<file path="config.mk">
export PLATFORM = sky130hd
export DESIGN_NAME = esf_event_status
export DESIGN_NICKNAME = d
export VERILOG_FILES = /design/src/inc/esf_pkg.sv /design/src/verilog/esf_event_status.sv /design/src/verilog/esf_flag_reg.sv /design/src/verilog/esf_silence_timer.sv
export SDC_FILE = /design/constraint.sdc
export NUM_CORES = 1
export LEC_CHECK = 0
export BUFFER_PORTS_ARGS = -buffer_cell sky130_fd_sc_hd__clkbuf_2
export CAP_MARGIN = 20
export CORE_UTILIZATION = 30
export CTS_CLUSTER_SIZE = 24
export DETAILED_ROUTE_END_ITERATION = 8
export SLEW_MARGIN = 20
export SYNTH_ARGS = -nofsm -noshare
export SYNTH_HDL_FRONTEND = slang
export SYNTH_SLANG_ARGS = --single-unit
</file>
<file path="constraint.sdc">
create_clock -name sys_clk -period 2.8 [get_ports sys_clk]
set_input_delay 0.42 -clock sys_clk [delete_from_list [all_inputs] [get_ports sys_clk]]
set_output_delay 0.42 -clock sys_clk [all_outputs]
set_load 0.01 [all_outputs]
</file>
<file path="src/inc/esf_pkg.sv">
// Shared constants, types and helpers of the event status flag block
package esf_pkg;

  // ------------------------------------------------------------------
  // Register offsets
  // ------------------------------------------------------------------
  localparam logic [6:0] GLOBAL_EVENT_SUMMARY_OFS = 7'h60;
  localparam logic [6:0] SYSTEM_EVENT_FLAGS_OFS = 7'h61;
  localparam logic [6:0] SUPPLY_EVENT_FLAGS_OFS = 7'h62;
  localparam logic [6:0] TRANSCEIVER_EVENT_FLAGS_OFS = 7'h63;

  // ------------------------------------------------------------------
  // Field positions
  // ------------------------------------------------------------------
  localparam int SUM_WAKE_PIN_BIT = 3;
  localparam int SUM_TRANSCEIVER_BIT = 2;
  localparam int SUM_SUPPLY_BIT = 1;
  localparam int SUM_SYSTEM_BIT = 0;

  localparam int SYS_BATTERY_STARTUP_BIT = 4;
  localparam int SYS_THERMAL_WARNING_BIT = 2;
  localparam int SYS_SERIAL_FAILURE_BIT = 1;
  localparam int SYS_WATCHDOG_FAULT_BIT = 0;

  localparam int SUP_OVER_BIT = 2;
  localparam int SUP_UNDER_BIT = 1;
  localparam int SUP_MAIN_UNDER_BIT = 0;

  localparam int TRX_FRAME_DETECT_ERROR_BIT = 5;
  localparam int TRX_BUS_SILENCE_BIT = 4;
  localparam int TRX_BUS_FAULT_BIT = 1;
  localparam int TRX_BUS_WAKEUP_BIT = 0;

  // Implemented bits; all others are reserved and read as zero
  localparam logic [7:0] SYS_IMPL_MASK = 8'h17;
  localparam logic [7:0] SUP_IMPL_MASK = 8'h07;
  localparam logic [7:0] TRX_IMPL_MASK = 8'h33;

  // ------------------------------------------------------------------
  // Reset values
  // ------------------------------------------------------------------
  localparam logic [7:0] FLAGS_RESET = 8'h00;
  localparam logic [7:0] RDATA_RESET = 8'h00;

  // ------------------------------------------------------------------
  // Serial frame lengths and timing
  // ------------------------------------------------------------------
  localparam logic [5:0] FRAME_LEN_16 = 6'h10;
  localparam logic [5:0] FRAME_LEN_24 = 6'h18;
  localparam logic [5:0] FRAME_LEN_32 = 6'h20;

  localparam int CLK_RATE_MHZ = 40;
  localparam int SILENCE_TIMEOUT_US = 1000;
  localparam int SILENCE_TIMEOUT_CYCLES = SILENCE_TIMEOUT_US * CLK_RATE_MHZ;

  // ------------------------------------------------------------------
  // Silence detector states
  // ------------------------------------------------------------------
  typedef enum logic [1:0] {
    ESF_SIL_IDLE = 2'b00,
    ESF_SIL_ARMED = 2'b01,
    ESF_SIL_FIRED = 2'b11
  } esf_sil_state_e;

  // ------------------------------------------------------------------
  // Helpers
  // ------------------------------------------------------------------
  function automatic logic esf_any_pending(input logic [7:0] flags, input logic [7:0] mask);
    esf_any_pending = |(flags & mask);
  endfunction : esf_any_pending

  function automatic logic esf_legal_frame(input logic [5:0] bit_count);
    esf_legal_frame = (bit_count == FRAME_LEN_16) || (bit_count == FRAME_LEN_24) ||
                      (bit_count == FRAME_LEN_32);
  endfunction : esf_legal_frame

endpackage : esf_pkg

</file>
<file path="src/verilog/esf_event_status.sv">
// Event status flags, group summary, event signalling and watchdog reset request
//
// What this block does
// - A flag clears only when the host writes one to it; zeros do nothing.
// - Summary register is read-only, bits 7:4 reserved; bit 3 shows wake-pin events.
// - Summary bit 2 follows any pending transceiver event flag.
// - Summary bit 1 follows any pending supply event flag.
// - Summary bit 0 follows any pending system event flag.
// - Battery startup flag sets on leaving the off state after power-up.
// - Thermal warning flag sets above threshold, never in Sleep.
// - Serial failure flag sets when a frame is not 16, 24 or 32 clocks, outside Sleep.
// - Serial failure also on illegal codes or locked writes, outside Sleep.
// - Watchdog fault flag on overflow, or early trigger in Window mode.
// - Any Window-mode watchdog failure requests a system reset at once.
// - Timeout overflow resets only when the watchdog fault flag is already set.
// - Supply overvoltage sets bit 2, undervoltage sets bit 1.
// - Main regulator undervoltage sets bit 0 while active, not in Sleep.
// - Main undervoltage capture ignores the reset threshold selection.
// - Frame detection error sets transceiver bit 5.
// - Bus silence flag after timeout, armed only if enabled while active.
// - Battery startup, watchdog fault and frame error capture always enabled.
// - All other flags set only when their capture enable is set.
// - Receive output pulled low on pending events when offline with regulator on.
// - Transceiver bit 1 is bus fault, bit 0 bus wake-up while offline.
`timescale 1ns/1ps
`default_nettype none
module esf_event_status #(
  parameter int SILENCE_CYCLES = esf_pkg::SILENCE_TIMEOUT_CYCLES
) (
  // Clock and reset
  input wire logic sys_clk,
  input wire logic rst_n,

  // Register access from the serial interface decoder
  input wire logic [6:0] reg_addr,
  input wire logic reg_wr,
  input wire logic reg_rd,
  input wire logic [7:0] reg_wdata,
  output logic [7:0] reg_rdata,
  output logic reg_hit,

  // Operating state
  input wire logic sleep_mode,
  input wire logic main_regulator_active,
  input wire logic transceiver_offline,

  // Capture enables held elsewhere
  input wire logic thermal_warning_enable,
  input wire logic serial_failure_enable,
  input wire logic supply_over_enable,
  input wire logic supply_under_enable,
  input wire logic main_under_enable,
  input wire logic bus_silence_enable,
  input wire logic bus_fault_enable,
  input wire logic bus_wakeup_enable,

  // Wake-pin flags held elsewhere
  input wire logic [1:0] wake_pin_flags,

  // System events
  input wire logic off_state_exit,
  input wire logic thermal_over_warn,
  input wire logic frame_end,
  input wire logic [5:0] frame_bit_count,
  input wire logic illegal_code_write,
  input wire logic locked_reg_write,

  // Watchdog
  input wire logic wdg_window_mode,
  input wire logic wdg_timeout_mode,
  input wire logic wdg_overflow,
  input wire logic wdg_early_trigger,

  // Supply events
  input wire logic secondary_supply_over,
  input wire logic secondary_supply_under,
  input wire logic main_regulator_under,
  input wire logic [1:0] main_reset_threshold_sel,

  // Transceiver events
  input wire logic frame_detect_error,
  input wire logic bus_active,
  input wire logic bus_fault,
  input wire logic bus_wakeup,

  // Outputs
  output logic [7:0] global_event_summary,
  output logic event_rxd_n,
  output logic sys_reset_req
);

  // ------------------------------------------------------------------
  // State
  // ------------------------------------------------------------------
  typedef struct packed {
    logic [7:0] rdata;
    logic hit;
    logic rxd_n;
    logic reset_req;
    logic thermal_prev;
  } esf_state_s;

  esf_state_s state_ff;
  esf_state_s nxt_state;

  logic [7:0] sys_set;
  logic [7:0] sup_set;
  logic [7:0] trx_set;

  logic [7:0] sys_clr;
  logic [7:0] sup_clr;
  logic [7:0] trx_clr;

  logic [7:0] system_event_flags;
  logic [7:0] supply_event_flags;
  logic [7:0] transceiver_event_flags;

  logic silence_event;
  logic [7:0] summary;
  logic any_pending;
  logic wdg_fault_event;

  initial begin
    if (SILENCE_CYCLES < 1) begin
      $error("esf_event_status needs a silence timeout of at least one cycle");
    end
  end

  // ------------------------------------------------------------------
  // Event capture
  // ------------------------------------------------------------------
  // The threshold selection is kept as a port so that its independence is visible
  logic unused_threshold;
  assign unused_threshold = ^main_reset_threshold_sel;

  always_comb begin
    sys_set = 8'h00;
    sup_set = 8'h00;
    trx_set = 8'h00;

    sys_set[esf_pkg::SYS_BATTERY_STARTUP_BIT] = off_state_exit;

    // rising edge of the warning level, not in Sleep; gated by enable
    sys_set[esf_pkg::SYS_THERMAL_WARNING_BIT] = thermal_over_warn && !state_ff.thermal_prev &&
                                                !sleep_mode && thermal_warning_enable;

    // bad frame length, illegal codes or locked writes, all outside Sleep; enable
    sys_set[esf_pkg::SYS_SERIAL_FAILURE_BIT] = serial_failure_enable && !sleep_mode &&
        ((frame_end && !esf_pkg::esf_legal_frame(frame_bit_count)) ||
         illegal_code_write || locked_reg_write);

    sys_set[esf_pkg::SYS_WATCHDOG_FAULT_BIT] = wdg_fault_event;

    // secondary or external supply events; enables
    sup_set[esf_pkg::SUP_OVER_BIT] = secondary_supply_over && supply_over_enable;
    sup_set[esf_pkg::SUP_UNDER_BIT] = secondary_supply_under && supply_under_enable;

    // main undervoltage while active, not in Sleep; threshold select unused
    sup_set[esf_pkg::SUP_MAIN_UNDER_BIT] = main_regulator_under && main_regulator_active &&
                                           !sleep_mode && main_under_enable;

    trx_set[esf_pkg::TRX_FRAME_DETECT_ERROR_BIT] = frame_detect_error;

    trx_set[esf_pkg::TRX_BUS_SILENCE_BIT] = silence_event;

    // bus fault in any state, wake-up only while offline; enables
    trx_set[esf_pkg::TRX_BUS_FAULT_BIT] = bus_fault && bus_fault_enable;
    trx_set[esf_pkg::TRX_BUS_WAKEUP_BIT] = bus_wakeup && transceiver_offline &&
                                           bus_wakeup_enable;
  end

  // overflow in either mode, early trigger only in Window mode
  assign wdg_fault_event = (wdg_overflow && (wdg_window_mode || wdg_timeout_mode)) ||
                           (wdg_early_trigger && wdg_window_mode);

  // ------------------------------------------------------------------
  // Host clears
  // ------------------------------------------------------------------
  always_comb begin
    sys_clr = 8'h00;
    sup_clr = 8'h00;
    trx_clr = 8'h00;
    if (reg_wr) begin
      // ones clear; reserved bits and the summary ignore writes
      case (reg_addr)
        esf_pkg::SYSTEM_EVENT_FLAGS_OFS: begin
          sys_clr = reg_wdata & esf_pkg::SYS_IMPL_MASK;
        end
        esf_pkg::SUPPLY_EVENT_FLAGS_OFS: begin
          sup_clr = reg_wdata & esf_pkg::SUP_IMPL_MASK;
        end
        esf_pkg::TRANSCEIVER_EVENT_FLAGS_OFS: begin
          trx_clr = reg_wdata & esf_pkg::TRX_IMPL_MASK;
        end
        default: begin
          sys_clr = 8'h00;
        end
      endcase
    end
  end

  // ------------------------------------------------------------------
  // Flag registers
  // ------------------------------------------------------------------
  esf_flag_reg #(
    .WIDTH(8),
    .IMPL_MASK(esf_pkg::SYS_IMPL_MASK)
  ) u_sys_flags (
    .sys_clk(sys_clk),
    .rst_n(rst_n),
    .set_vec(sys_set),
    .clr_vec(sys_clr),
    .flags(system_event_flags)
  );

  esf_flag_reg #(
    .WIDTH(8),
    .IMPL_MASK(esf_pkg::SUP_IMPL_MASK)
  ) u_sup_flags (
    .sys_clk(sys_clk),
    .rst_n(rst_n),
    .set_vec(sup_set),
    .clr_vec(sup_clr),
    .flags(supply_event_flags)
  );

  esf_flag_reg #(
    .WIDTH(8),
    .IMPL_MASK(esf_pkg::TRX_IMPL_MASK)
  ) u_trx_flags (
    .sys_clk(sys_clk),
    .rst_n(rst_n),
    .set_vec(trx_set),
    .clr_vec(trx_clr),
    .flags(transceiver_event_flags)
  );

  esf_silence_timer #(
    .TIMEOUT_CYCLES(SILENCE_CYCLES)
  ) u_silence (
    .sys_clk(sys_clk),
    .rst_n(rst_n),
    .bus_active(bus_active),
    .bus_silence_enable(bus_silence_enable),
    .silence_event(silence_event)
  );

  // ------------------------------------------------------------------
  // Group summary
  // ------------------------------------------------------------------
  always_comb begin
    summary = 8'h00;

    summary[esf_pkg::SUM_WAKE_PIN_BIT] = |wake_pin_flags;

    summary[esf_pkg::SUM_TRANSCEIVER_BIT] =
        esf_pkg::esf_any_pending(transceiver_event_flags, esf_pkg::TRX_IMPL_MASK);

    summary[esf_pkg::SUM_SUPPLY_BIT] =
        esf_pkg::esf_any_pending(supply_event_flags, esf_pkg::SUP_IMPL_MASK);

    summary[esf_pkg::SUM_SYSTEM_BIT] =
        esf_pkg::esf_any_pending(system_event_flags, esf_pkg::SYS_IMPL_MASK);
  end

  assign any_pending = |summary;

  // ------------------------------------------------------------------
  // Read path, signalling and reset request
  // ------------------------------------------------------------------
  always_comb begin
    nxt_state = state_ff;
    nxt_state.thermal_prev = thermal_over_warn;
    nxt_state.hit = 1'b0;
    if (reg_rd) begin
      nxt_state.hit = 1'b1;
      // reserved bits read zero through the masks
      case (reg_addr)
        esf_pkg::GLOBAL_EVENT_SUMMARY_OFS: begin
          nxt_state.rdata = summary;
        end
        esf_pkg::SYSTEM_EVENT_FLAGS_OFS: begin
          nxt_state.rdata = system_event_flags & esf_pkg::SYS_IMPL_MASK;
        end
        esf_pkg::SUPPLY_EVENT_FLAGS_OFS: begin
          nxt_state.rdata = supply_event_flags & esf_pkg::SUP_IMPL_MASK;
        end
        esf_pkg::TRANSCEIVER_EVENT_FLAGS_OFS: begin
          nxt_state.rdata = transceiver_event_flags & esf_pkg::TRX_IMPL_MASK;
        end
        default: begin
          // Other addresses belong to neighbouring blocks
          nxt_state.rdata = esf_pkg::RDATA_RESET;
          nxt_state.hit = 1'b0;
        end
      endcase
    end

    // pull receive output low only when offline with the regulator on
    nxt_state.rxd_n = !(any_pending && transceiver_offline && main_regulator_active);
    nxt_state.reset_req = 1'b0;

    if (wdg_window_mode && wdg_fault_event) begin
      nxt_state.reset_req = 1'b1;
    end

    // Timeout overflow resets only with a fault already pending
    if (wdg_timeout_mode && wdg_overflow &&
        system_event_flags[esf_pkg::SYS_WATCHDOG_FAULT_BIT]) begin
      nxt_state.reset_req = 1'b1;
    end
  end

  always_ff @(posedge sys_clk) begin
    if (!rst_n) begin
      state_ff.rdata <= esf_pkg::RDATA_RESET;
      state_ff.hit <= 1'b0;
      state_ff.rxd_n <= 1'b1;
      state_ff.reset_req <= 1'b0;
      state_ff.thermal_prev <= 1'b0;
    end else begin
      state_ff <= nxt_state;
    end
  end

  assign reg_rdata = state_ff.rdata;
  assign reg_hit = state_ff.hit;
  assign event_rxd_n = state_ff.rxd_n;
  assign sys_reset_req = state_ff.reset_req;
  assign global_event_summary = summary;

endmodule : esf_event_status
`default_nettype wire

</file>
<file path="src/verilog/esf_flag_reg.sv">
// Write-one-to-clear flag register with set priority
`timescale 1ns/1ps
`default_nettype none
module esf_flag_reg #(
  parameter int WIDTH = 8,
  parameter logic [7:0] IMPL_MASK = 8'hff
) (
  // Clock and reset
  input wire logic sys_clk,
  input wire logic rst_n,
  // Hardware set and host clear
  input wire logic [WIDTH-1:0] set_vec,
  input wire logic [WIDTH-1:0] clr_vec,
  // Flags
  output logic [WIDTH-1:0] flags
);

  typedef struct packed {
    logic [WIDTH-1:0] flags;
  } esf_flag_state_s;

  esf_flag_state_s state_ff;
  esf_flag_state_s nxt_state;

  initial begin
    if (WIDTH != 8) begin
      $error("esf_flag_reg serves only 8-bit registers");
    end
  end

  always_comb begin
    nxt_state = state_ff;
    // set beats clear; only written ones clear
    nxt_state.flags = ((state_ff.flags & ~clr_vec) | set_vec) & IMPL_MASK[WIDTH-1:0];
  end

  always_ff @(posedge sys_clk) begin
    if (!rst_n) begin
      state_ff.flags <= esf_pkg::FLAGS_RESET[WIDTH-1:0];
    end else begin
      state_ff <= nxt_state;
    end
  end

  assign flags = state_ff.flags;

endmodule : esf_flag_reg
`default_nettype wire

</file>
<file path="src/verilog/esf_silence_timer.sv">
// Bus silence detector: fires once after a quiet period that began while armed
`timescale 1ns/1ps
`default_nettype none
module esf_silence_timer #(
  parameter int TIMEOUT_CYCLES = esf_pkg::SILENCE_TIMEOUT_CYCLES
) (
  // Clock and reset
  input wire logic sys_clk,
  input wire logic rst_n,
  // Bus view
  input wire logic bus_active,
  input wire logic bus_silence_enable,
  // Event
  output logic silence_event
);

  typedef struct packed {
    esf_pkg::esf_sil_state_e st;
    logic [31:0] cnt;
    logic fire;
  } esf_sil_s;

  esf_sil_s state_ff;
  esf_sil_s nxt_state;

  initial begin
    if (TIMEOUT_CYCLES < 1) begin
      $error("esf_silence_timer needs a timeout of at least one cycle");
    end
  end

  always_comb begin
    nxt_state = state_ff;
    nxt_state.fire = 1'b0;
    case (state_ff.st)
      esf_pkg::ESF_SIL_IDLE: begin
        // arm only when enabled while the bus is active
        if (bus_silence_enable && bus_active) begin
          nxt_state.st = esf_pkg::ESF_SIL_ARMED;
          nxt_state.cnt = 32'h0000_0000;
        end
      end
      esf_pkg::ESF_SIL_ARMED: begin
        if (!bus_silence_enable) begin
          nxt_state.st = esf_pkg::ESF_SIL_IDLE;
        end else if (bus_active) begin
          nxt_state.cnt = 32'h0000_0000;
        end else if (state_ff.cnt == 32'(TIMEOUT_CYCLES - 1)) begin
          nxt_state.fire = 1'b1;
          nxt_state.st = esf_pkg::ESF_SIL_FIRED;
        end else begin
          nxt_state.cnt = state_ff.cnt + 32'h0000_0001;
        end
      end
      esf_pkg::ESF_SIL_FIRED: begin
        // One event per silence; wait for traffic before rearming
        if (bus_active || !bus_silence_enable) begin
          nxt_state.st = esf_pkg::ESF_SIL_IDLE;
        end
      end
      default: begin
        nxt_state.st = esf_pkg::ESF_SIL_IDLE;
      end
    endcase
  end

  always_ff @(posedge sys_clk) begin
    if (!rst_n) begin
      state_ff.st <= esf_pkg::ESF_SIL_IDLE;
      state_ff.cnt <= 32'h0000_0000;
      state_ff.fire <= 1'b0;
    end else begin
      state_ff <= nxt_state;
    end
  end

  assign silence_event = state_ff.fire;

endmodule : esf_silence_timer
`default_nettype wire

</file>
==> flow_summary.toml, run 1 <==
[finish]
seq_area_sq_um = 1120
antenna_cells = 0
multi_input_area_sq_um = 1610
nFillCells = 972
drive_above_1_share_pct = 23.0
final_util_pct = 36.7
final_cell_area_sq_um = 3410
final_net_count = 470
instances_no_fill = 542
syn_to_final_growth_pct = 18.4

[power_and_ir_drop]
finalPower_mw = 1.43
power.density_nw_per_um2 = 420
p_leak_nw = 1.35
ir_drop_v = 0.000191

[yosys]
avgSynthCellArea_sq_um = 8.21
syn_area_sq_um = 2880
yosysWarnings = 0
yosysSeqAreaShare_pct = 38.9
synth_edf_count = 0
synth_common_cells = "dfxtp_1 (56), nand2_1 (37), nor2_1 (34)"
synth.most_common_cell = "dfxtp_1"
synth_ff_type = "dfxtp_1"
yosys.area.top_type = "dfxtp_1"
synthArstFlopShare_pct = 0
synth.top_cell.area_share_pct = 38.9
syn_inst = 351
ys_types = 52
ys_seq_elements = 56
yosys-top-cells-area = "dfxtp_1 (39%), nand2_1 (4.8%), nor2_1 (4.4%)"

[grt]
track_usage_pct = 14.9
grt_start_max_net_pins = 17
grt_pass1_wl_um = 12000
grt_pass1_vias = 2501
gr-total-overflow = 0
antenna_found_initial = 0

[floorplanning]
rows = 35
dieArea_sq_um = 10000
coreArea_sq_um = 9280
io_pins = 75
die_x_um = 100
die_h_um = 100
initial_core_util_pct = 31.0

[sta]
tightest_slew_ps = 736
setup_viol = 0
rsz0062_at_grt = "false"
skew_ps = 13.2
min_period_ps = 2140
finalWorstSetupSlack_ps = 655
finalSetupTns_ps = 0
hold_ws_ps = 284
fmax_mhz = 466
fin_crit_sh_pct = 76.6
timing.slew.headroom_pct = 50.7
slew_viol_final = 0
hold_viol = 0

[worst_setup_path]
cp-start-kind = "register"
reg2reg_from = "u_silence.state_ff[1]"
path_class = "reg2reg"
reg2regPathDepth = 6
crit_fanout = 6
reg2reg_to = "u_silence.state_ff[31]"
worstPathRequired_ps = 3040
critPathCaptureType = "register"
r2r_slack_ps = 660
cpPeakStageDelay_ps = 530
cp_slowest_cell = "or4_1"
crit_arrival_ps = 2380
path_cells = "ha_1, nand3_2, nor4_4, nand3_4, or4_1, a21oi_1"

[clock_network]
clock_path_buffers = 2
clock_latency_ps = 310
numCtsBuffers = 5
tritoncts = "built"
cts_hold_buf = 0
clockRootBuffer = "clkbuf_8"
h-tree-depth = 2
cts.sinks = 56
postCtsSetupBuffers = 0
clk_pin_slew_ps = 100
cts_resized = 0

[worst_hold_path]
hold_class = "in2reg"
holdPathEnd = "event_rxd_n"
whs_path_depth = 2
worstHoldStart = "main_regulator_active"

[placement]
dp.cells = 535
place_congestion = 0.812
post-place-ws_ps = 652
place_area_sq_um = 3320
io_buffers = 63
hpwl_um = 5440

[detailed_routing]
totalWireLength_um = 7140
dr.pass1.iters = 4
drtIter0Drc = 160
final_antenna_net_count = 0
via_per_inst = 5.04
drc_errors = 0
wl_per_cell_um = 13.2
vias = 2733

[run_status]
outcome = "finished, final reports clean"

[run]
maxCapViolCount = 0
## state kept, by name, indices dropped and copies added, names as in the netlist
| name | cells |
|---|---|
| reg_rdata | 6 |
| event_rxd_n | 1 |
| u_sys_flags.flags | 4 |
| state_ff | 1 |
| u_sup_flags.flags | 3 |
| u_trx_flags.flags | 4 |
| reg_hit | 1 |
| u_silence.state_ff | 34 |
| sys_reset_req | 1 |
| u_silence.silence_event | 1 |
## layout make-up
class                   instances  share of cell area (%)
clock buffers                   6                    2.42
clock inverters                 1                   0.257
inverters                       9                   0.990
multi-input cells             268                    47.3
flip-flops and latches         56                    32.9
well taps                     129                    4.73
repair buffers                 73                    11.4
## layer usage
layer	up-vias	track usage, %	routed length (um)
li1	1386	-	-
met1	1262	18.8	3410
met2	78	26.2	3290
met3	7	2.44	335
met4	0	4.57	106
met5	-	0	0
## layout by cell type, fill, tap and decap left out, types with 3 or more instances in the layout
master / netlist / routed
mux2i_1: 6 / 6
nor3_1: 7 / 7
nand4_1: 15 / 15
nor2_1: 34 / 34
clkbuf_8: 0 / 6
inv_1: 8 / 8
and2_1: 3 / 3
nand2b_1: 9 / 9
a21oi_1: 25 / 25
buf_4: 12 / 10
nand3_1: 16 / 16
xor2_1: 6 / 6
o21ai_0: 23 / 23
o31ai_1: 3 / 3
xnor2_1: 5 / 5
o211ai_1: 3 / 3
dfxtp_1: 56 / 56
or3_1: 5 / 5
and4_1: 3 / 3
nand3b_1: 4 / 4
clkbuf_2: 0 / 63
and3_1: 4 / 4
conb_1: 1 / 6
o21ai_1: 3 / 3
nor4_1: 4 / 4
a31oi_1: 4 / 4
or4_1: 12 / 12
nand2_1: 37 / 37
## worst max path at each step
stage	from	to	slack, ps	depth (start not counted)
after floorplan	u_silence.state_ff[1]	u_silence.state_ff[31]	770	6
after global placement	u_silence.state_ff[1]	u_silence.state_ff[17]	690	7
after detailed placement	u_silence.state_ff[1]	u_silence.state_ff[31]	650	6
after CTS	u_silence.state_ff[1]	u_silence.state_ff[31]	630	6
after global routing	u_silence.state_ff[1]	u_silence.state_ff[31]	500	6
final	u_silence.state_ff[1]	u_silence.state_ff[31]	660	6
## where the power goes
part / internal (mW) / switching, mW
Clock: 0.198 / 0.262
Sequential: 0.809 / 0.0104
Combinational: 0.0665 / 0.0862
## kinds of logic after synthesis
group,synth area share (%)
AOI/OAI and AO/OA,15.2
xor gates and xnor gates,3.34
adders and majority gates,0.434
buffers and inverters,5.73
DFF,38.9
muxes,3.26
other,0.130
and+or+nand+nor,32.9
## critical path: cells and delay by family, from the launching register on
kind,cells,cell delay (ps)
DFF,1,400
adders and majority gates,1,220
AOI/OAI and AO/OA,1,150
and+or+nand+nor,4,1310
(Power assumes the default switching activity.)
==> run 2: changes to the inputs <==
Settings changed: ABC_AREA set to 1.
Clock period 2.8 ns to 2 ns, I/O delays scaled along.
==> flow_summary.toml, run 2 <==
[yosys]
synth.most_common_cell = "nand2_1"
ys_seq_elements = 56
synth_edf_count = 0
synth_fa_ha_area_share_pct = 0.345
ys_types = 39
syn_area_sq_um = 3620
synth_common_cells = "nand2_1 (140), nor2_1 (93), inv_1 (79)"
synthMuxAreaShare_pct = 0
synthSimpleGateAreaFrac_pct = 42.6
synthArstFlopShare_pct = 0
avgSynthCellArea_sq_um = 6.12
synth.top_cell.area_share_pct = 30.9
yosysSeqAreaShare_pct = 30.9
yosysWarnings = 0
synth_compound_area_share_pct = 11.5
yosys.area.top_type = "dfxtp_1"
synth_top_family_by_area = "simple AND/OR/NAND/NOR gates"
synth_ff_type = "dfxtp_1"
synth-xor-area-share_pct = 1.21
syn_inst = 592
yosys-top-cells-area = "dfxtp_1 (31%), nand2_1 (15%), nor2_1 (9.6%)"

[clock_network]
clk_pin_slew_ps = 80
clock_latency_ps = 310
numCtsBuffers = 5
clock_path_buffers = 2
tritoncts = "built"
h-tree-depth = 2
cts_hold_buf = 0
cts.sinks = 56
clockRootBuffer = "clkbuf_16"

[placement]
io_buffers = 63
place_congestion = 0.958
hpwl_um = 7820
post-place-ws_ps = 140

[grt]
antenna_found_initial = 0
grt_pass1_wl_um = 17400
track_usage_pct = 16.9
gr-total-overflow = 0
grt_start_max_net_pins = 31
grt_pass1_vias = 3709

[floorplanning]
coreArea_sq_um = 11600
die_x_um = 112
initial_core_util_pct = 31.2
rows = 39
io_pins = 75
dieArea_sq_um = 12500
die_h_um = 112

[detailed_routing]
vias = 3967
via_per_inst = 4.94
wl_per_cell_um = 13.0
dr.pass1.iters = 8
dr.max_layer_used = "met4"
wl_met3_um = 844
drc_errors = 17
totalWireLength_um = 10500
final_antenna_net_count = 0
drtIter0Drc = 431
wl_met1_um = 4680
routed-wl-met2_um = 4690

[power_and_ir_drop]
pwr-share-seq_pct = 43.8
p_sw_mw = 0.925
internal-power_mw = 1.85
ir_drop_v = 0.000250
p_clk_share_pct = 33.5
p_leak_nw = 1.86
swShare_pct = 33.3
combPwrFrac_pct = 22.7
power.density_nw_per_um2 = 650

[worst_setup_path]
critPathCaptureType = "register"
path_class = "reg2reg"
path_delay_family = "simple AND/OR/NAND/NOR gates"
reg2reg_to = "u_silence.state_ff[12]"
r2r_slack_ps = 150
cp_slowest_cell = "dfxtp_1"
reg2regPathDepth = 8
crit_fanout = 8
critical_path_buf_inv_count = 2
crit_arrival_ps = 2090
worstPathRequired_ps = 2240
cpPeakStageDelay_ps = 420
cp-start-kind = "register"
path_cells = "nand2_1, nor2_1, inv_1, nor2_4, inv_1, a41oi_1, o21ai_0, nor2_1"
reg2reg_from = "u_silence.state_ff[33]"

[worst_hold_path]
worstHoldStart = "thermal_over_warn"
whs_path_depth = 3
hold_class = "in2reg"
holdPathEnd = "state_ff[0]"

[run_status]
outcome = "finished with violations"
violations = "design-rule violations"

[sta]
hold_viol = 0
finalWorstSetupSlack_ps = 150
skew_ps = 14.8
hold_ws_ps = 201
setup_viol = 0
tightest_slew_ps = 704
rsz0062_at_grt = "false"
slew_viol_final = 0
timing.slew.headroom_pct = 52.6
min_period_ps = 1850
finalSetupTns_ps = 0
fin_crit_sh_pct = 92.5
fmax_mhz = 540

[finish]
syn_to_final_growth_pct = 18.1
regMostFlops = "u_silence.state_ff"
largest_reg_flops = 34
seq_area_sq_um = 1120
layout_common_cells = "nand2_1 (140), nor2_1 (91), inv_1 (79), clkbuf_2 (63), nand3_1 (61)"
multi_input_area_sq_um = 2060
antenna_cells = 0
final_net_count = 716
nFillCells = 1271
drive_above_1_share_pct = 16.4
layout_commonest_cell = "nand2_1"

[run]
maxCapViolCount = 0
[run 2: worst max-delay path by stage]
stage | start | to | slack [ps] | cells after the start
finish | u_silence.state_ff[33] | u_silence.state_ff[12] | 150 | 8
global route | u_silence.state_ff[1] | u_silence.state_ff[25] | 0.7 | 9
CTS | u_silence.state_ff[1] | u_silence.state_ff[21] | 140 | 10
detailed placement | bus_silence_enable | u_silence.state_ff[12] | 140 | 9
global placement | u_silence.state_ff[1] | u_silence.state_ff[23] | 170 | 11
floorplan | u_silence.state_ff[1] | u_silence.state_ff[13] | 390 | 11
[run 2: power groups by stage]
stage | registers, mW | logic (mW) | clock network (mW)
5_1_grt | 1.23 | 0.709 | 0.994
4_1_cts | 1.22 | 0.615 | 0.952
3_3_place_gp | 1.24 | 0.602 | 0
6_report | 1.22 | 0.630 | 0.932
3_5_place_dp | 1.24 | 0.613 | 0
2_1_floorplan | 1.23 | 0.451 | 0
[run 2: stage by stage]
stage / utilization (%) / area (sq um) / std cells / total power [mW]
floorplan: - / 3640 / 597 / 1.68
global placement: 35.2 / 4090 / 793 / 1.84
detailed placement: 35.2 / 4090 / 793 / 1.86
CTS: 36.5 / 4240 / 801 / 2.79
global route: 36.8 / 4280 / 803 / 2.93
finish: 36.8 / 4280 / 803 / 2.78
[run 2: logic make-up after synthesis]
logic type                 Yosys count
other                                1
buffers and inverters              107
adders and majority gates            1
AOI/OAI and AO/OA                   76
DFF                                 56
xor gates and xnor gates             5
and+or+nand+nor                    346
[run 2: cell type report]
type / instances / share of cell area, %
Clock buffer: 5 / 2.93
Tap cell: 143 / 4.18
Clock inverter: 3 / 0.644
Multi-Input combinational cell: 434 / 48.1
Timing Repair Buffer: 81 / 10.8
Inverter: 81 / 7.11
Sequential cell: 56 / 26.2
[run 2: repair_timing]
action,in CTS,in global routing
resized for setup,0,4
setup endpoints to repair,0,16
setup buffers,0,2
[run 2: worst min-delay path: stages]
cell,delay [ps]
clkbuf_2,90
nand2_1,40
inv_1,40
[run 2: metal layers]
layer | vias up | GRT usage, %
li1 | 2016 | -
met1 | 1776 | 21.3
met2 | 160 | 28.9
met3 | 15 | 3.16
met4 | 0 | 5.77
met5 | - | 0
